### src/core/eii_pkg.sv
// constants for the external interrupt input front end
package eii_pkg;
   localparam int EII_NUM_MASK   = 5;   // maskable request inputs 0..4
   localparam int EII_NUM_DMA    = 2;   // level-only requests 5 and 6
   localparam int EII_NUM_REQ    = 7;
   localparam int EII_SYNC_DEPTH = 2;
   localparam int EII_IDX_ZERO   = 0;
   localparam int EII_IDX_ONE    = 1;
   localparam int EII_IDX_TWO    = 2;
   localparam int EII_IDX_THREE  = 3;
   localparam int EII_IDX_FIVE   = 5;
   localparam int EII_IDX_SIX    = 6;
   localparam logic [2:0] EII_SRC_NMI  = 3'h7;
   localparam logic [2:0] EII_SRC_NONE = 3'h0;
   localparam logic [6:0] EII_PEND_RST = 7'h00;
   typedef enum logic [1:0] {
      EII_ST_IDLE,
      EII_ST_SLAVE_REQ,
      EII_ST_SLAVE_SEL
   } eii_slave_st_t;
endpackage : eii_pkg

### src/core/eii_sync.sv
// two-stage synchroniser bank for pin inputs
`timescale 1ns/10ps
`default_nettype none
module eii_sync #(
   parameter int W = 1
) (
   input  wire logic         i_core_clk,
   input  wire logic         i_sys_rst,
   input  wire logic [W-1:0] i_async,
   output logic      [W-1:0] o_sync
);
   typedef struct packed {
      logic [W-1:0] meta;
      logic [W-1:0] sync;
   } eii_sync_st_t;

   eii_sync_st_t st_r;
   eii_sync_st_t st_nxt;

   // meta feeds only the second stage
   always_comb begin
      st_nxt      = st_r;
      st_nxt.meta = i_async;
      st_nxt.sync = st_r.meta;
   end

   always_ff @(posedge i_core_clk) begin
      if (i_sys_rst) begin
         st_r <= '0;
      end else begin
         st_r <= st_nxt;
      end
   end

   assign o_sync = st_r.sync;
endmodule : eii_sync
`default_nettype wire

### src/core/eii_front.sv
// pin front end: nmi, maskable requests, cascade acks, slave link, gpio
//
// Behaviour
// - rising nmi edge raises top-priority request that no mask blocks
// - request four active high; enabled line raises its own vector
// - each maskable input configurable edge or level triggered
// - inputs zero to three behave as input four, except that cascade or slave mode takes over pins one to three
// - cascade mode: pins three and two become acks one and zero
// - slave mode drives slave request output toward master
// - dma pins unused: serve as requests five and six
// - requests five and six level only, pending while high
// - gpio mode turns interrupt pins into general purpose io
// - maskable requests raise the request output only while enable flag set
`timescale 1ns/10ps
`default_nettype none
module eii_front
   import eii_pkg::*;
(
   input  wire logic                   i_core_clk,
   input  wire logic                   i_sys_rst,
   input  wire logic                   i_nmi_pin,
   input  wire logic [EII_NUM_MASK-1:0] i_ext_request_pin,
   input  wire logic [EII_NUM_DMA-1:0]  i_dma_pin,
   input  wire logic [EII_NUM_REQ-1:0]  i_level_mode,
   input  wire logic [EII_NUM_REQ-1:0]  i_req_enable,
   input  wire logic                   i_int_enable_flag,
   input  wire logic                   i_cascade_mode,
   input  wire logic                   i_slave_mode,
   input  wire logic                   i_dma_unused,
   input  wire logic [EII_NUM_REQ-1:0]  i_gpio_mode,
   input  wire logic [EII_NUM_REQ-1:0]  i_gpio_dir_out,
   input  wire logic [EII_NUM_REQ-1:0]  i_gpio_out,
   input  wire logic [EII_NUM_REQ-1:0]  i_ack,
   input  wire logic                   i_nmi_ack,
   input  wire logic [1:0]             i_cascade_ack,
   output logic                        o_nmi_pending,
   output logic      [EII_NUM_REQ-1:0] o_pending,
   output logic                        o_int_request,
   output logic      [2:0]             o_int_source,
   output logic                        o_slave_select,
   output logic                        o_type_valid,
   output logic      [EII_NUM_REQ-1:0] o_gpio_in,
   output logic      [EII_NUM_REQ-1:0] o_pin_out,
   output logic      [EII_NUM_REQ-1:0] o_pin_oe_n,
   output logic                        o_clock_out_primary
);
   localparam int SW = 1 + EII_NUM_REQ;

   typedef struct packed {
      logic                   nmi_prev;
      logic                   nmi_pend;
      logic [EII_NUM_REQ-1:0] prev;
      logic [EII_NUM_REQ-1:0] pend;
      eii_slave_st_t          slave;
      logic [EII_NUM_REQ-1:0] pin_out;
      logic [EII_NUM_REQ-1:0] pin_oe_n;
      logic [2:0]             src;
      logic                   req;
   } eii_front_st_t;

   eii_front_st_t          st_r;
   eii_front_st_t          st_nxt;
   logic [SW-1:0]          sync_out;
   logic                   nmi_s;
   logic [EII_NUM_REQ-1:0] req_s;
   logic [EII_NUM_REQ-1:0] trig;
   logic [EII_NUM_REQ-1:0] masked;
   logic                   slave_sel_s;

   eii_sync #(.W(SW)) u_sync (
      .i_core_clk (i_core_clk),
      .i_sys_rst  (i_sys_rst),
      .i_async    ({i_dma_pin, i_ext_request_pin, i_nmi_pin}),
      .o_sync     (sync_out)
   );

   assign nmi_s       = sync_out[0];
   assign req_s       = sync_out[SW-1:1];
   assign slave_sel_s = req_s[EII_IDX_ONE];

   genvar g;
   generate
      for (g = 0; g < EII_NUM_REQ; g++) begin : g_req
         if (g < EII_NUM_MASK) begin : g_mask
            // edge or level per input; level assumes source holds to ack
            assign trig[g] = i_level_mode[g] ? req_s[g]
                                             : req_s[g] & ~st_r.prev[g];
         end else begin : g_dma
            assign trig[g] = req_s[g] & i_dma_unused;
         end
      end
   endgenerate

   // a pin in gpio or cascade ack role never requests
   always_comb begin
      masked = trig & ~i_gpio_mode;
      if (i_cascade_mode) begin
         masked[EII_IDX_TWO]   = 1'b0;
         masked[EII_IDX_THREE] = 1'b0;
      end
      if (i_slave_mode) begin
         masked[EII_IDX_ONE]   = 1'b0;
         masked[EII_IDX_THREE] = 1'b0;
      end
   end

   always_comb begin
      st_nxt          = st_r;
      st_nxt.nmi_prev = nmi_s;
      st_nxt.prev     = req_s;
      // set beats ack in the same cycle
      if (i_nmi_ack) begin
         st_nxt.nmi_pend = 1'b0;
      end
      if (nmi_s && !st_r.nmi_prev) begin
         st_nxt.nmi_pend = 1'b1;
      end
      for (int i = 0; i < EII_NUM_REQ; i++) begin
         if (i_ack[i]) begin
            st_nxt.pend[i] = 1'b0;
         end
         if (i >= EII_NUM_MASK && !req_s[i]) begin
            st_nxt.pend[i] = 1'b0;
         end
         if (masked[i] && i_req_enable[i]) begin
            st_nxt.pend[i] = 1'b1;
         end
      end
      st_nxt.src = EII_SRC_NONE;
      st_nxt.req = 1'b0;
      if (st_nxt.nmi_pend) begin
         st_nxt.src = EII_SRC_NMI;
         st_nxt.req = 1'b1;
      end else if (i_int_enable_flag && (st_nxt.pend != EII_PEND_RST)) begin
         st_nxt.req = 1'b1;
         for (int i = EII_NUM_REQ - 1; i >= 0; i--) begin
            if (st_nxt.pend[i]) begin
               st_nxt.src = 3'(i);
            end
         end
      end
      // slave link: request out on pin three, select in on pin one
      case (st_r.slave)
         EII_ST_IDLE: begin
            if (i_slave_mode && st_nxt.req && !st_nxt.nmi_pend) begin
               st_nxt.slave = EII_ST_SLAVE_REQ;
            end
         end
         EII_ST_SLAVE_REQ: begin
            if (!i_slave_mode) begin
               st_nxt.slave = EII_ST_IDLE;
            end else if (slave_sel_s && req_s[EII_IDX_ZERO]) begin
               st_nxt.slave = EII_ST_SLAVE_SEL;
            end
         end
         EII_ST_SLAVE_SEL: begin
            if (!slave_sel_s || !i_slave_mode) begin
               st_nxt.slave = EII_ST_IDLE;
            end
         end
         default: st_nxt.slave = EII_ST_IDLE;
      endcase
      // pin drivers, oe low while driving
      st_nxt.pin_out  = i_gpio_out;
      st_nxt.pin_oe_n = ~(i_gpio_mode & i_gpio_dir_out);
      if (i_cascade_mode) begin
         st_nxt.pin_out[EII_IDX_THREE]  = i_cascade_ack[EII_IDX_ONE];
         st_nxt.pin_out[EII_IDX_TWO]    = i_cascade_ack[EII_IDX_ZERO];
         st_nxt.pin_oe_n[EII_IDX_THREE] = 1'b0;
         st_nxt.pin_oe_n[EII_IDX_TWO]   = 1'b0;
      end
      if (i_slave_mode) begin
         st_nxt.pin_out[EII_IDX_THREE]  = st_nxt.slave == EII_ST_SLAVE_REQ;
         st_nxt.pin_oe_n[EII_IDX_THREE] = 1'b0;
      end
   end

   always_ff @(posedge i_core_clk) begin
      if (i_sys_rst) begin
         st_r <= '{slave: EII_ST_IDLE, pin_oe_n: '1, default: '0};
      end else begin
         st_r <= st_nxt;
      end
   end

   assign o_nmi_pending       = st_r.nmi_pend;
   assign o_pending           = st_r.pend;
   assign o_int_request       = st_r.req;
   assign o_int_source        = st_r.src;
   assign o_slave_select      = st_r.slave == EII_ST_SLAVE_SEL;
   assign o_type_valid        = st_r.slave == EII_ST_SLAVE_SEL;
   assign o_gpio_in           = st_r.prev;
   assign o_pin_out           = st_r.pin_out;
   assign o_pin_oe_n          = st_r.pin_oe_n;
   // internal clock seen directly as the clock output
   assign o_clock_out_primary = i_core_clk;
endmodule : eii_front
`default_nettype wire

### config.mk
export PLATFORM = sky130hd
export DESIGN_NAME = eii_front
export DESIGN_NICKNAME = d
export VERILOG_FILES = /design/src/core/eii_pkg.sv /design/src/core/eii_sync.sv /design/src/core/eii_front.sv
export SDC_FILE = /design/constraint.sdc
export NUM_CORES = 1
export LEC_CHECK = 0
export BUFFER_PORTS_ARGS = -buffer_cell sky130_fd_sc_hd__buf_2
export CAP_MARGIN = 20
export CORE_MARGIN = 5
export CORE_UTILIZATION = 30
export DETAILED_ROUTE_END_ITERATION = 7
export PLACE_DENSITY = 0.54
export SYNTH_ARGS = -nofsm -noshare
export SYNTH_HDL_FRONTEND = slang
export SYNTH_HIERARCHICAL = 1
export SYNTH_SLANG_ARGS = --single-unit
### constraint.sdc
create_clock -name i_core_clk -period 2.3 [get_ports i_core_clk]
set_input_delay 0.23 -clock i_core_clk [delete_from_list [all_inputs] [get_ports i_core_clk]]
set_output_delay 0.23 -clock i_core_clk [all_outputs]
set_load 0.05 [all_outputs]
======== Yosys cells after proc, flatten, opt, wreduce, memory -nomap -nowiden ========
Index checks and enable logic that the tools add are counted.
word-level totals
  latch bits .............................. 0
  output and inout bits ................... 36
  bits in registers ....................... 52
  memories kept ........................... 0
  memory bits (writable) .................. 0
  bits in read-only memories .............. 0
cells by class
  shifts and indexed selects .............. 0
  bitwise logic cells ..................... 16
  multiply operators ...................... 0
  add/subtract/negate cells ............... 0
  equality and inequality tests ........... 3
  divide/modulo/power cells ............... 0
  reduce and logical (&&, ||, !) cells .... 19
  $lt $le $gt $ge ......................... 0
  multiplexer cells ....................... 44
operators by type and width
  operator              count
  $mux W1               27
  $mux W3               7
  $and A7 B7 Y7         2
  $mux W2               7
  $not A7 Y7            2
  $logic_and A1 B1 Y1   12
  $mux W4               2
  $and A1 B1 Y1         7
  $reduce_bool A7 Y1    1
  $pmux W2 S3           1
  $not A1 Y1            5
  $eq A2 B1 Y1 const B  2
  $logic_not A1 Y1      4
  $eq A2 B2 Y1 const B  1
  $logic_not A2 Y1      1
  $logic_or A1 B1 Y1    1

======== Logic depth before layout (Yosys ltp) ========
  depth after elaboration ................. 21
  gate-level depth with buffers ........... 6
  mapped depth without buffers ............ 5

======== Cells and area by module ========
The synthesis kept the hierarchy.
modules (own cells, without submodules)
  module     times used  cells each  sequential area each (µm²)  area an instance (µm²)
  eii_front  1           165         720.7                       1595.3
  eii_sync   1           33          320.3                       464.2

==> qor.json <==
{
  "pwr": {
    "max-vdd-ir-drop_uv": 361,
    "power.leakage_nw": 1.21,
    "power.density_nw_per_um2": 746,
    "report.power.total_mw": 1.93
  },
  "critical_path": {
    "critical_path.endpoint_type": "primary output",
    "required_time_at_the_endpoint_of_the_critical_path_ns": 2.07,
    "cp_class": "clock port to primary output",
    "cp_common_cell": "clkbuf_8",
    "regToRegEndpoint": "o_pin_out[3]",
    "critical_path.slowest_cell": "buf_2",
    "path_cells": "clkbuf_8 -> clkbuf_8 -> buf_2",
    "critical_path_peak_fanout": 2,
    "crit-reg2reg-launch": "o_pending[6]",
    "reg2reg_setup_slack_ns": 0.88,
    "startpoint_kind_of_the_worst_setup_timing_path": "clock port",
    "worst_path_largest_cell_delay_ns": 0.20,
    "timing.reg2reg.worst_path_depth": 5,
    "worstPathArrival_ns": 1.57
  },
  "worst_hold_path": {
    "worst_hold_path_depth": 2,
    "worst_hold_path_type": "primary input to register",
    "timing.hold.worst.start": "i_gpio_dir_out[4]",
    "holdPathEnd": "o_pin_oe_n[4]"
  },
  "route": {
    "vias": 1477,
    "detail_route.drc_violations": 0,
    "vias_per_cell": 4.16,
    "ant_nets": 0,
    "routed_wl_um": 4380,
    "detailedRoute.firstPassIterationCount": 3,
    "avgRoutedWirePerCell_um": 12.3,
    "drt_first_iter_violations": 45
  },
  "global_route": {
    "grt_pass1_wl_um": 6820,
    "number_of_global_route_vias_before_repair": 1449,
    "grt_max_degree": 37,
    "grt_antenna_before_repair": 0,
    "global_route.usage.total_pct": 10.5,
    "globalRouteOverflowTotal": 0
  },
  "sta": {
    "fin_skew_ns": 0.00793,
    "maxSlewViolCount": 0,
    "slew_headroom_pct": 56.1,
    "setup_viol": 0,
    "timing.setup.tns_ns": 0,
    "timing_worst_slew_pin_value_ns": 0.658,
    "final_hold_viol_count": 0,
    "rsz_0062_raised_after_global_routing": "no"
  },
  "synthesis": {
    "synthFlopType": "dfxtp_1",
    "post_synthesis_instance_total": 198,
    "synth_seq_cells": 52,
    "synth_cell_type_count": 36,
    "synth-edff-count": 0,
    "synth.yosys.seq_area_share_pct": 50.5,
    "synth_top_area_share_pct": 50.5,
    "post_synth.cell_area_avg_um2": 10.4,
    "synth_area_in_simple_gates_pct": 24.7,
    "combinational_family_with_the_most_area_after_synthesis": "simple AND/OR/NAND/NOR gates",
    "synth-compound-area-share_pct": 8.99,
    "mappedNetlistArea_um2": 2060,
    "synthXorXnorAreaFrac_pct": 0,
    "ys_async_sr_fraction_pct": 0,
    "synth_adder_area_share_pct": 0,
    "synth.mux.area_fraction_pct": 0.972,
    "synth_top_cell_by_area": "dfxtp_1",
    "mappedNetlistNets": 257,
    "synthesis.yosys.warnings": 6,
    "cell_types_occupying_the_most_area_after_synthesis": "dfxtp_1, buf_4, nor2b_1"
  },
  "finish": {
    "post_route_cells_drive_above_1_share_pct": 45.5,
    "fillerInstances": 685,
    "nets": 333,
    "antenna-diode-count": 0,
    "area_delta_synth_final_pct": 25.9
  },
  "placement": {
    "routabilityCongestion": 0.683,
    "hpwl_um": 3270,
    "portBuffers": 92
  },
  "run_status": {
    "outcome": "finished clean"
  },
  "clocking": {
    "clk_transition_reported_paths_ns": 0.10,
    "clock_tree_from_tritoncts": "built",
    "worstSkewPairLatency_ns": 0.42,
    "postCtsSetupRepairBufs": 0,
    "cts-resized-gates": 0
  },
  "flow_run": {
    "cap_violations": 0
  },
  "floorplanning": {
    "die_width_um": 92.9,
    "core_rows": 30,
    "initial_core_util_pct": 30.7,
    "floorplan.die_area_um2": 8620,
    "io-pin-count": 95,
    "chipHeight_um": 92.9,
    "standard_cell_core_area_um2": 6720
  }
}
-- cell usage in the layout, fill, tap and decap left out, types with 2 or more instances in the layout --
cell type       n
buf_2          92
nor2_1         11
clkinvlp_4      2
dlygate4sd3_1  11
nand2b_1        6
nand3b_1        6
o32a_1          2
clkbuf_8        8
nand2_1         7
mux2i_1         2
or2_2           2
o32ai_1         2
nand3_1         2
o21ai_1         2
a21oi_1         4
nor2b_2         7
dfxtp_1        52
and3b_1         4
nor2b_1        23
inv_1           6
and2b_2         6
-- cell type report --
| class | count | area [um2] | area share, % |
|---|---|---|---|
| clock buffer | 9 | 115 | 4.44 |
| tap | 80 | 100 | 3.86 |
| inverter | 6 | 22.5 | 0.869 |
| sequential | 52 | 1040 | 40.2 |
| clock inverter | 3 | 26.3 | 1.01 |
| timing repair buffer | 103 | 573 | 22.1 |
| multi-input combinational | 102 | 714 | 27.6 |
-- how the worst max path moves through the flow --
stage                         startpoint                   to  cells after the start
after floorplan                 st_r[19]         o_type_valid                      2
after global placement        i_core_clk  o_clock_out_primary                      1
after detailed placement  i_cascade_mode         o_pin_out[3]                      6
after CTS                     i_core_clk  o_clock_out_primary                      3
after global routing          i_core_clk  o_clock_out_primary                      3
final                         i_core_clk  o_clock_out_primary                      3
-- state kept, by name (all words and copies together) (netlist names) --
signal and flops:
u_sync/st_nxt 8, o_int_source 3, u_sync/o_sync 8, o_int_request 1, o_pin_oe_n 7, o_nmi_pending 1, o_pin_out 7, o_gpio_in 7
st_r 3, o_pending 7
-- timing repair --
item                                    CTS  global route
endpoints found under the hold margin     6             2
endpoints found under the setup margin    0             0
hold buffers                              9             2
-- critical path: cells and delay by family --
family	cells	cell delay (ns)
buffers and inverters	3	0.42
-- kinds of logic (layout without fill, tap and decap cells) --
logic type,count (synthesis),after routing
DFF,52,52
muxes,2,2
and+or+nand+nor,78,78
buffers and inverters,44,121
AOI/OAI and AO/OA,22,22
-- power by group --
group	internal, mW	total [mW]	switching (mW)
registers	0.934	0.945	0.0102
logic	0.0945	0.231	0.137
clock network	0.344	0.758	0.414
total	1.37	1.93	0.561
-- layer usage --
metal / share of wire [%] / track usage (%) / up-vias
met5: 0 / 0 / -
met4: 2.0 / 5.62 / 0
met3: 9.0 / 5.77 / 8
met2: 46 / 16.1 / 55
met1: 43 / 11.4 / 645
li1: - / - / 769
-- synth_stat cells (2+ instances only) --
cell       n
a21oi_1    4
inv_1      6
nand2_1    7
buf_6      2
nand2b_1   6
nand3_1    2
or2_2      2
and3b_1    4
o32ai_1    2
buf_4     33
nand3b_1   6
nor2b_2    7
and2b_2    6
o32a_1     2
dfxtp_1   52
clkbuf_1   3
mux2i_1    2
nor2_1    11
nor2b_1   23
o21ai_1    2
-- stage by stage --
stage          hold WS, ns  utilization (%)  instance area, um2  std cells  setup WS [ns]
6_report            0.0152             38.6                2590        355          0.499
5_1_grt            0.00405             38.6                2590        355          0.490
4_1_cts            0.00391             38.3                2570        353          0.493
3_5_place_dp         0.425             34.9                2350        333          0.698
3_3_place_gp         0.419             34.9                2350        333          0.732
2_1_floorplan        0.309                -                2060        198          0.602
Note: power is estimated with default switching activity, not from simulation.
